===== src/hw/nr_pkg.sv =====
// Shared constants, register layout and decode helpers for the noise reducer
package nr_pkg;
  // Register indices on the 3-bit control address
  localparam logic [2:0] REG_CTRL1 = 3'h0;
  localparam logic [2:0] REG_MODE = 3'h1;
  localparam logic [2:0] REG_MAN_Y = 3'h2;
  localparam logic [2:0] REG_MAN_C = 3'h3;
  localparam logic [2:0] REG_SPLIT_LO = 3'h4;
  localparam logic [2:0] REG_SPLIT_HI = 3'h5;
  localparam logic [2:0] REG_STATUS = 3'h6;
  localparam int NUM_RW_REGS = 6;
  // Reset values, register 0 in the low byte
  localparam logic [47:0] RST_VALS = 48'h0000_0000_0000;
  // Field positions
  localparam int SPEED_LSB = 4;
  localparam int CDEPTH_LSB = 2;
  localparam int YDEPTH_LSB = 0;
  localparam int MODE_MAN_Y = 0;
  localparam int MODE_MAN_C = 1;
  localparam int MODE_SPLIT = 6;
  localparam int MODE_MARK = 7;
  // Motion clip and k arithmetic (k in eighths, 8 means no filtering)
  localparam logic [6:0] MOTION_CLIP = 7'h7f;
  localparam logic [3:0] K_ONE = 4'h8;
  localparam int K_SHIFT = 3;
  localparam int K_ROUND = 4;
  localparam int SYNC_STAGES = 2;
  localparam int FIFO_DEPTH = 16;

  typedef struct packed {
    logic [2:0] addr;
    logic [7:0] data;
  } regWrite_s;

  function automatic logic [6:0] speedThr(input logic [2:0] s);
    case (s)
      3'h0: speedThr = 7'h18;
      3'h1: speedThr = 7'h20;
      3'h2: speedThr = 7'h28;
      3'h3: speedThr = 7'h30;
      3'h4: speedThr = 7'h38;
      3'h5: speedThr = 7'h3c;
      3'h6: speedThr = 7'h48;
      default: speedThr = 7'h50;
    endcase
  endfunction

  function automatic logic [3:0] kFromDepth(input logic [1:0] d);
    case (d)
      2'h0: kFromDepth = 4'h8;
      2'h1: kFromDepth = 4'h6;
      2'h2: kFromDepth = 4'h4;
      default: kFromDepth = 4'h2;
    endcase
  endfunction

  // Two-step ramp toward no filtering as motion approaches the threshold
  function automatic logic [3:0] adaptK(input logic [3:0] base, input logic [6:0] motion,
                                        input logic [6:0] thr);
    if (motion >= thr)
      adaptK = K_ONE;
    else if (motion >= (thr >> 1))
      // Fifth bit keeps a base of eight from wrapping to zero
      adaptK = 4'(({1'b0, base} + {1'b0, K_ONE}) >> 1);
    else
      adaptK = base;
  endfunction

  // Zero means filtering off; larger values filter harder, floor of one eighth
  function automatic logic [3:0] manualK(input logic [7:0] v);
    if (v > 8'h07)
      manualK = 4'h1;
    else
      manualK = 4'(K_ONE - {1'b0, v[2:0]});
  endfunction
endpackage


===== src/hw/noise_reducer.sv =====
// Motion-adaptive recursive temporal noise reducer for luma and two chroma channels
`timescale 1ns/10ps
// Functional notes
// - Active-low asynchronous reset restores control defaults, zeroes pixel data and empties the write queue.
// - Pixel and register state changes only on clock edges where the pixel enable is high.
// - The 3-bit control address picks the write target and readback source.
// - A write needs chip select and write strobe both low.
// - An 8-bit readback bus shows the register chosen by the address.
// - Active video marks the visible line; used only for the split boundary.
// - Filtered outputs have input widths and are valid on enabled edges.
// - Write data to the delay memory matches the input widths.
// - Recursive filter per channel; luma frame difference weakens it on motion.
// - Motion adaptation can be turned off for stronger fixed filtering.
// - Registers are reached through an 8-bit processor-style data path.
// - Output equals delayed plus k times the live minus delayed difference.
// - Absolute luma difference is clipped at 127 before the k lookup.
// - Data is captured on the strobe rising edge while chip select is low.
module noise_reducer #(
  parameter int YW = 10,
  parameter int CW = 10
) (
  input wire logic clk_sys,
  input wire logic sys_rst_n,
  input wire logic pixEn,
  input wire logic [2:0] ctrlAddr,
  input wire logic [7:0] ctrlData,
  input wire logic ctrl_select_n,
  input wire logic ctrl_write_strobe_n,
  input wire logic activeVideo,
  input wire logic [YW-1:0] lumaLiveIn,
  input wire logic [CW-1:0] blue_diff_live_in,
  input wire logic [CW-1:0] red_diff_live_in,
  input wire logic [YW-1:0] luma_delayed_in,
  input wire logic [CW-1:0] blue_diff_delayed_in,
  input wire logic [CW-1:0] red_diff_delayed_in,
  output logic [7:0] ctrl_readback,
  output logic ctrlBusy,
  output logic [YW-1:0] luma_filtered_out,
  output logic [CW-1:0] blue_diff_filtered_out,
  output logic [CW-1:0] red_diff_filtered_out,
  output logic [YW-1:0] lumaToDelayMem,
  output logic [CW-1:0] blue_diff_to_delay_mem,
  output logic [CW-1:0] red_diff_to_delay_mem
);
  localparam int MW = (YW > CW) ? YW : CW;
  localparam logic signed [MW+5:0] ROUND = (MW+6)'(nr_pkg::K_ROUND);
  localparam logic [MW-1:0] YMAX = MW'({YW{1'b1}});
  localparam logic [MW-1:0] CMAX = MW'({CW{1'b1}});

  function automatic logic [MW-1:0] blend(input logic [MW-1:0] live, input logic [MW-1:0] dly,
                                          input logic [3:0] k, input logic [MW-1:0] maxv);
    logic signed [MW+5:0] d;
    logic signed [MW+5:0] p;
    logic signed [MW+5:0] s;
    d = $signed({6'h00, live}) - $signed({6'h00, dly});
    p = d * $signed({{(MW+2){1'b0}}, k});
    s = $signed({6'h00, dly}) + ((p + ROUND) >>> nr_pkg::K_SHIFT);
    if (s < 0)
      blend = '0;
    else if (s > $signed({6'h00, maxv}))
      blend = maxv;
    else
      blend = s[MW-1:0];
  endfunction

  // Control pins come from an unclocked processor port
  logic [12:0] pinSync1_reg;
  logic [12:0] pinSync2_reg;
  logic wrPrev_reg;
  logic [2:0] addrSync;
  logic wrEvent;
  logic fifoInReady;
  logic fifoOutValid;
  nr_pkg::regWrite_s wrReq;
  nr_pkg::regWrite_s wrPop;
  logic commit;
  logic ctrlBusy_reg;

  always_ff @(posedge clk_sys or negedge sys_rst_n)
  begin
    if (!sys_rst_n)
    begin
      pinSync1_reg <= 13'h1800;
      pinSync2_reg <= 13'h1800;
      wrPrev_reg <= 1'b1;
      ctrlBusy_reg <= 1'b0;
    end
    else
    begin
      pinSync1_reg <= {ctrl_select_n, ctrl_write_strobe_n, ctrlAddr, ctrlData};
      pinSync2_reg <= pinSync1_reg;
      wrPrev_reg <= pinSync2_reg[11];
      ctrlBusy_reg <= !fifoInReady;
    end
  end

  // Address and data are delayed with the strobe, so they are the values at its rise
  assign addrSync = pinSync2_reg[10:8];
  assign wrEvent = pinSync2_reg[11] && !wrPrev_reg && !pinSync2_reg[12];
  assign wrReq = '{addr: addrSync, data: pinSync2_reg[7:0]};
  // Writes queue until an enabled edge so up to 16 are kept while the enable is low
  assign commit = fifoOutValid && pixEn;

  nr_fifo #(
    .WIDTH($bits(nr_pkg::regWrite_s)),
    .DEPTH(nr_pkg::FIFO_DEPTH)
  ) u_wr_fifo (
    .clk_sys(clk_sys),
    .sys_rst_n(sys_rst_n),
    .inValid(wrEvent),
    .inReady(fifoInReady),
    .inData(wrReq),
    .outValid(fifoOutValid),
    .outReady(pixEn),
    .outData(wrPop)
  );

  logic [7:0] ctrlRegs_reg [0:nr_pkg::NUM_RW_REGS-1];

  always_ff @(posedge clk_sys or negedge sys_rst_n)
  begin
    if (!sys_rst_n)
    begin
      for (int i = 0; i < nr_pkg::NUM_RW_REGS; i++)
        ctrlRegs_reg[i] <= nr_pkg::RST_VALS[i*8 +: 8];
    end
    else if (commit && (wrPop.addr < 3'(nr_pkg::NUM_RW_REGS)))
    begin
      ctrlRegs_reg[wrPop.addr] <= wrPop.data;
    end
  end

  wire [7:0] ctrl1 = ctrlRegs_reg[nr_pkg::REG_CTRL1];
  wire [7:0] modeReg = ctrlRegs_reg[nr_pkg::REG_MODE];
  wire [15:0] splitPos = {ctrlRegs_reg[nr_pkg::REG_SPLIT_HI], ctrlRegs_reg[nr_pkg::REG_SPLIT_LO]};

  // Stage 1: capture live and delayed samples
  logic [YW-1:0] y1_reg;
  logic [YW-1:0] yd1_reg;
  logic [CW-1:0] cb1_reg;
  logic [CW-1:0] cbd1_reg;
  logic [CW-1:0] cr1_reg;
  logic [CW-1:0] crd1_reg;
  logic av1_reg;
  logic [15:0] hCount_reg;

  always_ff @(posedge clk_sys or negedge sys_rst_n)
  begin
    if (!sys_rst_n)
    begin
      y1_reg <= '0;
      yd1_reg <= '0;
      cb1_reg <= '0;
      cbd1_reg <= '0;
      cr1_reg <= '0;
      crd1_reg <= '0;
      av1_reg <= 1'b0;
      hCount_reg <= '0;
    end
    else if (pixEn)
    begin
      y1_reg <= lumaLiveIn;
      yd1_reg <= luma_delayed_in;
      cb1_reg <= blue_diff_live_in;
      cbd1_reg <= blue_diff_delayed_in;
      cr1_reg <= red_diff_live_in;
      crd1_reg <= red_diff_delayed_in;
      av1_reg <= activeVideo;
      hCount_reg <= av1_reg ? hCount_reg + 16'h0001 : 16'h0000;
    end
  end

  // Motion from the clipped luma frame difference
  wire [YW-1:0] yAbs = (y1_reg >= yd1_reg) ? y1_reg - yd1_reg : yd1_reg - y1_reg;
  wire [6:0] motionNow = (yAbs > YW'(nr_pkg::MOTION_CLIP)) ? nr_pkg::MOTION_CLIP
                                                           : yAbs[6:0];
  wire [6:0] thr = nr_pkg::speedThr(ctrl1[nr_pkg::SPEED_LSB +: 3]);
  wire bypass = modeReg[nr_pkg::MODE_SPLIT] && av1_reg && (hCount_reg < splitPos);
  wire markNow = modeReg[nr_pkg::MODE_MARK] && av1_reg && (hCount_reg == splitPos);
  wire [3:0] kYAuto = nr_pkg::adaptK(nr_pkg::kFromDepth(ctrl1[nr_pkg::YDEPTH_LSB +: 2]),
                                     motionNow, thr);
  wire [3:0] kCAuto = nr_pkg::adaptK(nr_pkg::kFromDepth(ctrl1[nr_pkg::CDEPTH_LSB +: 2]),
                                     motionNow, thr);
  wire [3:0] kYMan = nr_pkg::manualK(ctrlRegs_reg[nr_pkg::REG_MAN_Y]);
  wire [3:0] kCMan = nr_pkg::manualK(ctrlRegs_reg[nr_pkg::REG_MAN_C]);
  wire [3:0] kYNow = bypass ? nr_pkg::K_ONE : modeReg[nr_pkg::MODE_MAN_Y] ? kYMan : kYAuto;
  wire [3:0] kCNow = bypass ? nr_pkg::K_ONE : modeReg[nr_pkg::MODE_MAN_C] ? kCMan : kCAuto;

  // Stage 2: samples with their factors
  logic [YW-1:0] y2_reg;
  logic [YW-1:0] yd2_reg;
  logic [CW-1:0] cb2_reg;
  logic [CW-1:0] cbd2_reg;
  logic [CW-1:0] cr2_reg;
  logic [CW-1:0] crd2_reg;
  logic [3:0] kY2_reg;
  logic [3:0] kC2_reg;
  logic mark2_reg;
  logic [6:0] motion2_reg;

  always_ff @(posedge clk_sys or negedge sys_rst_n)
  begin
    if (!sys_rst_n)
    begin
      y2_reg <= '0;
      yd2_reg <= '0;
      cb2_reg <= '0;
      cbd2_reg <= '0;
      cr2_reg <= '0;
      crd2_reg <= '0;
      kY2_reg <= nr_pkg::K_ONE;
      kC2_reg <= nr_pkg::K_ONE;
      mark2_reg <= 1'b0;
      motion2_reg <= '0;
    end
    else if (pixEn)
    begin
      y2_reg <= y1_reg;
      yd2_reg <= yd1_reg;
      cb2_reg <= cb1_reg;
      cbd2_reg <= cbd1_reg;
      cr2_reg <= cr1_reg;
      crd2_reg <= crd1_reg;
      kY2_reg <= kYNow;
      kC2_reg <= kCNow;
      mark2_reg <= markNow;
      motion2_reg <= motionNow;
    end
  end

  // Stage 3: blend and saturate; the loop back to memory must never wrap
  wire [MW-1:0] yBlend = blend(MW'(y2_reg), MW'(yd2_reg), kY2_reg, YMAX);
  wire [MW-1:0] cbBlend = blend(MW'(cb2_reg), MW'(cbd2_reg), kC2_reg, CMAX);
  wire [MW-1:0] crBlend = blend(MW'(cr2_reg), MW'(crd2_reg), kC2_reg, CMAX);
  // The boundary marker is display only and also lands in memory, healing next frame
  wire [YW-1:0] yNext = mark2_reg ? {YW{1'b1}} : yBlend[YW-1:0];

  logic [YW-1:0] yOut_reg;
  logic [CW-1:0] cbOut_reg;
  logic [CW-1:0] crOut_reg;
  logic [7:0] readback_reg;

  // Readback ignores chip select and strobe
  wire [7:0] readSel = (addrSync < 3'(nr_pkg::NUM_RW_REGS)) ? ctrlRegs_reg[addrSync]
                     : (addrSync == nr_pkg::REG_STATUS) ? {1'b0, motion2_reg}
                     : 8'h00;

  always_ff @(posedge clk_sys or negedge sys_rst_n)
  begin
    if (!sys_rst_n)
    begin
      yOut_reg <= '0;
      cbOut_reg <= '0;
      crOut_reg <= '0;
      readback_reg <= '0;
    end
    else if (pixEn)
    begin
      yOut_reg <= yNext;
      cbOut_reg <= cbBlend[CW-1:0];
      crOut_reg <= crBlend[CW-1:0];
      readback_reg <= readSel;
    end
  end

  assign ctrl_readback = readback_reg;
  assign ctrlBusy = ctrlBusy_reg;
  assign luma_filtered_out = yOut_reg;
  assign blue_diff_filtered_out = cbOut_reg;
  assign red_diff_filtered_out = crOut_reg;
  assign lumaToDelayMem = yOut_reg;
  assign blue_diff_to_delay_mem = cbOut_reg;
  assign red_diff_to_delay_mem = crOut_reg;
endmodule


===== src/hw/nr_fifo.sv =====
// Parameterised synchronous FIFO with valid/ready on both sides
`timescale 1ns/10ps
module nr_fifo #(
  parameter int WIDTH = 11,
  parameter int DEPTH = 16
) (
  input wire logic clk_sys,
  input wire logic sys_rst_n,
  input wire logic inValid,
  output logic inReady,
  input wire logic [WIDTH-1:0] inData,
  output logic outValid,
  input wire logic outReady,
  output logic [WIDTH-1:0] outData
);
  localparam int AW = $clog2(DEPTH);

  logic [WIDTH-1:0] mem [0:DEPTH-1];
  logic [AW:0] wrPtr_reg;
  logic [AW:0] rdPtr_reg;
  logic [AW:0] count;
  wire push = inValid && inReady;
  wire pop = outValid && outReady;

  assign count = wrPtr_reg - rdPtr_reg;
  assign inReady = (count != (AW+1)'(DEPTH));
  assign outValid = (count != '0);
  assign outData = mem[rdPtr_reg[AW-1:0]];

  always_ff @(posedge clk_sys)
  begin
    if (push)
      mem[wrPtr_reg[AW-1:0]] <= inData;
  end

  always_ff @(posedge clk_sys or negedge sys_rst_n)
  begin
    if (!sys_rst_n)
    begin
      wrPtr_reg <= '0;
      rdPtr_reg <= '0;
    end
    else
    begin
      if (push)
        wrPtr_reg <= wrPtr_reg + 1'b1;
      if (pop)
        rdPtr_reg <= rdPtr_reg + 1'b1;
    end
  end
endmodule


===== config.mk =====
export PLATFORM = sky130hd
export DESIGN_NAME = noise_reducer
export DESIGN_NICKNAME = d
export VERILOG_FILES = /design/src/hw/nr_pkg.sv /design/src/hw/noise_reducer.sv /design/src/hw/nr_fifo.sv
export SDC_FILE = /design/constraint.sdc
export NUM_CORES = 1
export LEC_CHECK = 0
export ABC_CLOCK_PERIOD_IN_PS = 6800
export BUFFER_PORTS_ARGS = -buffer_cell sky130_fd_sc_hd__buf_2
export CAP_MARGIN = 20
export CORE_ASPECT_RATIO = 0.7
export CORE_MARGIN = 2
export CORE_UTILIZATION = 55
export CTS_CLUSTER_DIAMETER = 50
export DETAILED_ROUTE_END_ITERATION = 10
export GPL_TIMING_DRIVEN = 0
export PLACE_DENSITY = 0.76
export SLEW_MARGIN = 10
export SYNTH_ARGS = -nofsm -noshare
export SYNTH_HDL_FRONTEND = slang
export SYNTH_SLANG_ARGS = --single-unit

===== constraint.sdc =====
create_clock -name clk_sys -period 6.8 [get_ports clk_sys]
set_clock_uncertainty 0.15 [all_clocks]
set_input_delay 0.34 -clock clk_sys [delete_from_list [all_inputs] [get_ports clk_sys]]
set_output_delay 0.34 -clock clk_sys [all_outputs]
set_load 0.02 [all_outputs]

==> impl.org <==
** Run status
- Result of the run :: completed

** STA
- After layout, the worst path uses around 100% of the clock period.
- At the pin with the least slew margin, the transition time is 1.15 ns.
- For this run, the top clock speed supported by timing is 147 MHz.
- Final setup viols :: 0
- Worst hold slack after final layout :: 0.108 ns
- Post-Route Setup TNS :: 0 ns
- Pins Over Slew Limit :: 0
- Setup repair after global routing could not meet its margin everywhere.
- The routed design could run at a clock period as short as 6.80 ns.
- Worst slew margin relative to its limit :: 22.9%
- Hold Vio Cnt, Final :: 0

** Die
- The die is 192 um tall.
- The floorplan has 68 rows.
- Die Outline Area :: 52200 um^2
- During I/O placement, the number of pins put on the boundary was around 150.
- For this configuration, the core starts out at a cell density of 55.9%.
- The core region is 49500 um^2.
- Die width :: 272 um

** Global route
- Summed over all layers, the global routing overflow is 0.
- Across every metal layer, demand over resource in global routing totals 28.8%.
- The number of global-route vias before repair came to between 20000 and 25000.
- The first global-routing pass estimated 116000 um of wire.
- Initial antenna violation count :: 0
- Pin count of the biggest net entering global routing :: 112

** Setup path
- Kind of end point of the critical path :: flop
- STA puts the critical path data required time at a little over 7 ns.
- In this run the critical register-to-register path is launched from crd2_reg[0]$_DFFE_PN0P_.
- Critical Path Slowest Stage Cell :: sky130_fd_sc_hd__fa_1
- By instance count, the cell type seen most on the critical path is sky130_fd_sc_hd__ha_4.
- The worst register-to-register path has a depth of 25.
- Family with the most delay on the worst path :: adder cells
- Worst setup SP type :: flop
- For this run, the slowest stage of the critical path takes roughly 0.53 ns.
- By startpoint and endpoint, the worst setup path is classified as flop to flop.
- Along the worst path, the maximum fanout reaches 4.
- Setup slack on the worst reg-to-reg path comes out at around 0.0042 ns.
- For the worst setup path, the data arrival time is 7.19 ns.
- Worst path buffer plus inverter count :: 0
- Reg-to-reg endpoint :: red_diff_filtered_out[4]$_DFFE_PN0P_

** Detailed routing
- Final routed DRC violation total :: 0
- Summed over all nets, wire length on met2 after detailed routing comes to 33000 um.
- Final Routed Wirelength :: about 75000 um
- The pre-antenna-repair detailed-routing pass consisted of 6 iterations.
- Routed signal wires occupy layers up through met4.
- Wire per inst :: roughly 22 um
- Detailed routing placed a total of between 7000 and 8000 um of wire on met3.
- Routed Antenna Nets :: 0
- In this run, the number of DRC markers left after iteration 0 of detailed routing was 2090.
- After detailed routing, the number of vias per cell comes to 6.00.
- For this block, the via count after detailed routing is around 21000.
- After detailed routing, the wire length on met1 is 33100 um.

** Layout
- Final net count :: 3110
- The register with the most flip-flops in the layout has 176 of them.
- The library cells used most frequently in the layout, excluding fill and tap cells, are 266 x sky130_fd_sc_hd__dfrtp_1, 245 x sky130_fd_sc_hd__inv_1, 188 x sky130_fd_sc_hd__ha_1, 176 x sky130_fd_sc_hd__edfxtp_1.
- Cells with a size suffix above 1 make up 24.0% of the layout.
- Most common library cell in the layout ignoring fill and taps :: sky130_fd_sc_hd__dfrtp_1
- The repair_antennas step left the layout with diodes totalling 0.
- Cells fill approximately 66% of the core in the end.
- After routing the design area is 32900 um^2.
- Area overhead of the layout relative to synthesis :: 19.0%

** Logic synthesis
- Counting flops with a built-in enable in the synthesized netlist gives around 180.
- Dominant cells by area after synthesis :: sky130_fd_sc_hd__dfrtp_1 24%, sky130_fd_sc_hd__edfxtp_1 19%, sky130_fd_sc_hd__ha_1 9.6%
- The average instance in the mapped netlist occupies 11.4 um^2.
- Total of flip-flops plus latches after synthesis :: 453
- After synthesis, the netlist uses 98 different library cells.
- The biggest area contributor in the post-synthesis netlist is sky130_fd_sc_hd__dfrtp_1.
- Asr flop ratio synth :: 61.1%
- The synthesized netlist occupies a cell area of 27700 um^2.
- Cell count after synthesis :: between 2000 and 2500
- Sequential elements use 44.2% of the synthesized area.
- The number of nets in the synthesized netlist is 2786.
- Area share of the largest cell type after synthesis :: 24.4%
- During synthesis, Yosys emitted a total of 0 warnings.
- Flip-flop cell with the highest count after synthesis :: sky130_fd_sc_hd__dfrtp_1

** Clocking
- The longest clock path from root to sink contains 3 buffers.
- TritonCTS built the clock tree.
- Source-to-sink clock delay at the later pin of the worst-skew pair :: 0.64 ns
- Depth of the CTS H-tree :: 2
- Clock-pin slew was measured on the worst setup and hold paths at 0.07 ns.
- TritonCTS buffer count :: 48
- Clk sinks :: 453
- Root Buffer Master :: sky130_fd_sc_hd__clkbuf_16

** Run
- Number of max-cap violations :: 0

** Min path
- The worst hold path belongs to the class primary input to asynchronous set/reset pin.

** Placement
- Count of buffers inserted at the top-level ports :: 145
- Summed over all nets, the half-perimeter wirelength after detailed placement is 54100 um.
- Final RePlAce weighted congestion :: 0.928
- Cell area after placement :: 29400 um^2
## area by class of cell
type / count / area [um^2]
multi-input cells: 1613 / 14700
well taps: 665 / 832
flip-flops and latches: 453 / 12200
clock inverters: 30 / 353
fillers: 3586 / 16600
inverters: 253 / 950
repair buffers: 273 / 1980
plain buffers: 104 / 548
clock buffers: 60 / 1290
## cells in the mapped netlist (5+ instances only)
master and count:
sky130_fd_sc_hd__a2111oi_0 5, sky130_fd_sc_hd__a211o_1 5, sky130_fd_sc_hd__a211oi_1 8, sky130_fd_sc_hd__a21boi_0 17, sky130_fd_sc_hd__a21o_1 27, sky130_fd_sc_hd__a21oi_1 89, sky130_fd_sc_hd__a221o_1 26, sky130_fd_sc_hd__a31oi_1 14
sky130_fd_sc_hd__a32oi_1 6, sky130_fd_sc_hd__a41oi_1 5, sky130_fd_sc_hd__and2_1 83, sky130_fd_sc_hd__and3_1 23, sky130_fd_sc_hd__buf_1 6, sky130_fd_sc_hd__buf_2 10, sky130_fd_sc_hd__buf_4 35, sky130_fd_sc_hd__clkbuf_1 54
sky130_fd_sc_hd__dfrtp_1 270, sky130_fd_sc_hd__dfstp_2 7, sky130_fd_sc_hd__edfxtp_1 176, sky130_fd_sc_hd__fa_1 74, sky130_fd_sc_hd__ha_1 213, sky130_fd_sc_hd__inv_1 253, sky130_fd_sc_hd__mux2_2 113, sky130_fd_sc_hd__mux2i_1 15
sky130_fd_sc_hd__mux4_2 63, sky130_fd_sc_hd__nand2_1 153, sky130_fd_sc_hd__nand2b_1 17, sky130_fd_sc_hd__nand3_1 22, sky130_fd_sc_hd__nand4_1 17, sky130_fd_sc_hd__nor2_1 133, sky130_fd_sc_hd__nor2b_1 38, sky130_fd_sc_hd__nor3_1 32
sky130_fd_sc_hd__o2111ai_1 6, sky130_fd_sc_hd__o211ai_1 18, sky130_fd_sc_hd__o21a_1 28, sky130_fd_sc_hd__o21ai_0 122, sky130_fd_sc_hd__o21bai_1 8, sky130_fd_sc_hd__or3_1 19, sky130_fd_sc_hd__or4_1 7, sky130_fd_sc_hd__xnor2_1 64
sky130_fd_sc_hd__xor2_1 29
## routing by layer
layer | global-route usage (%) | up-vias
li1 | - | 9281
met3 | 6.18 | 132
met4 | 8.03 | 0
met5 | 0 | -
met2 | 42.9 | 966
met1 | 42.8 | 10336
## through the flow
stage | instances | setup slack (ns)
finish | 3451 | 0.00422
global route | 3451 | -0.244
CTS | 3426 | 0.00191
detailed placement | 3242 | -0.930
global placement | 3232 | -0.789
floorplan | 2422 | 0.0157
## timing repair
action	CTS	global route
hold endpoints to repair	140	0
hold buffers	75	0
pin swaps	31	75
resized for setup	83	91
buffers inserted	19	23
endpoints found under the setup margin	30	30
cloned	2	2
## cell families after synthesis
family / after synthesis / synth area share (%)
adder cells (fa/ha/maj): 287 / 15.0
buffers and inverters: 360 / 5.46
multiplexers: 193 / 10.4
AND/OR/NAND/NOR: 582 / 10.7
flip-flops: 453 / 44.2
XOR/XNOR: 95 / 3.06
AO/OA/AOI/OAI: 452 / 11.3
## how the worst max path moves through the flow
stage                                            endpoint  cells after the start  slack [ns]                    start
global placement     red_diff_filtered_out[8]$_DFFE_PN0P_                     28       -0.79  crd2_reg[1]$_DFFE_PN0P_
floorplan           blue_diff_filtered_out[0]$_DFFE_PN0P_                     28        0.02  cbd2_reg[1]$_DFFE_PN0P_
finish               red_diff_filtered_out[4]$_DFFE_PN0P_                     25       0.004  crd2_reg[0]$_DFFE_PN0P_
detailed placement   red_diff_filtered_out[8]$_DFFE_PN0P_                     28       -0.93  crd2_reg[1]$_DFFE_PN0P_
CTS                 blue_diff_filtered_out[4]$_DFFE_PN0P_                     28       0.002   cb2_reg[1]$_DFFE_PN0P_
global route         red_diff_filtered_out[6]$_DFFE_PN0P_                     26       -0.24  crd2_reg[0]$_DFFE_PN0P_
Power is left out: the tool's default activity adds up to more than one toggle a clock period on the data nets, which glitch-free logic cannot reach.
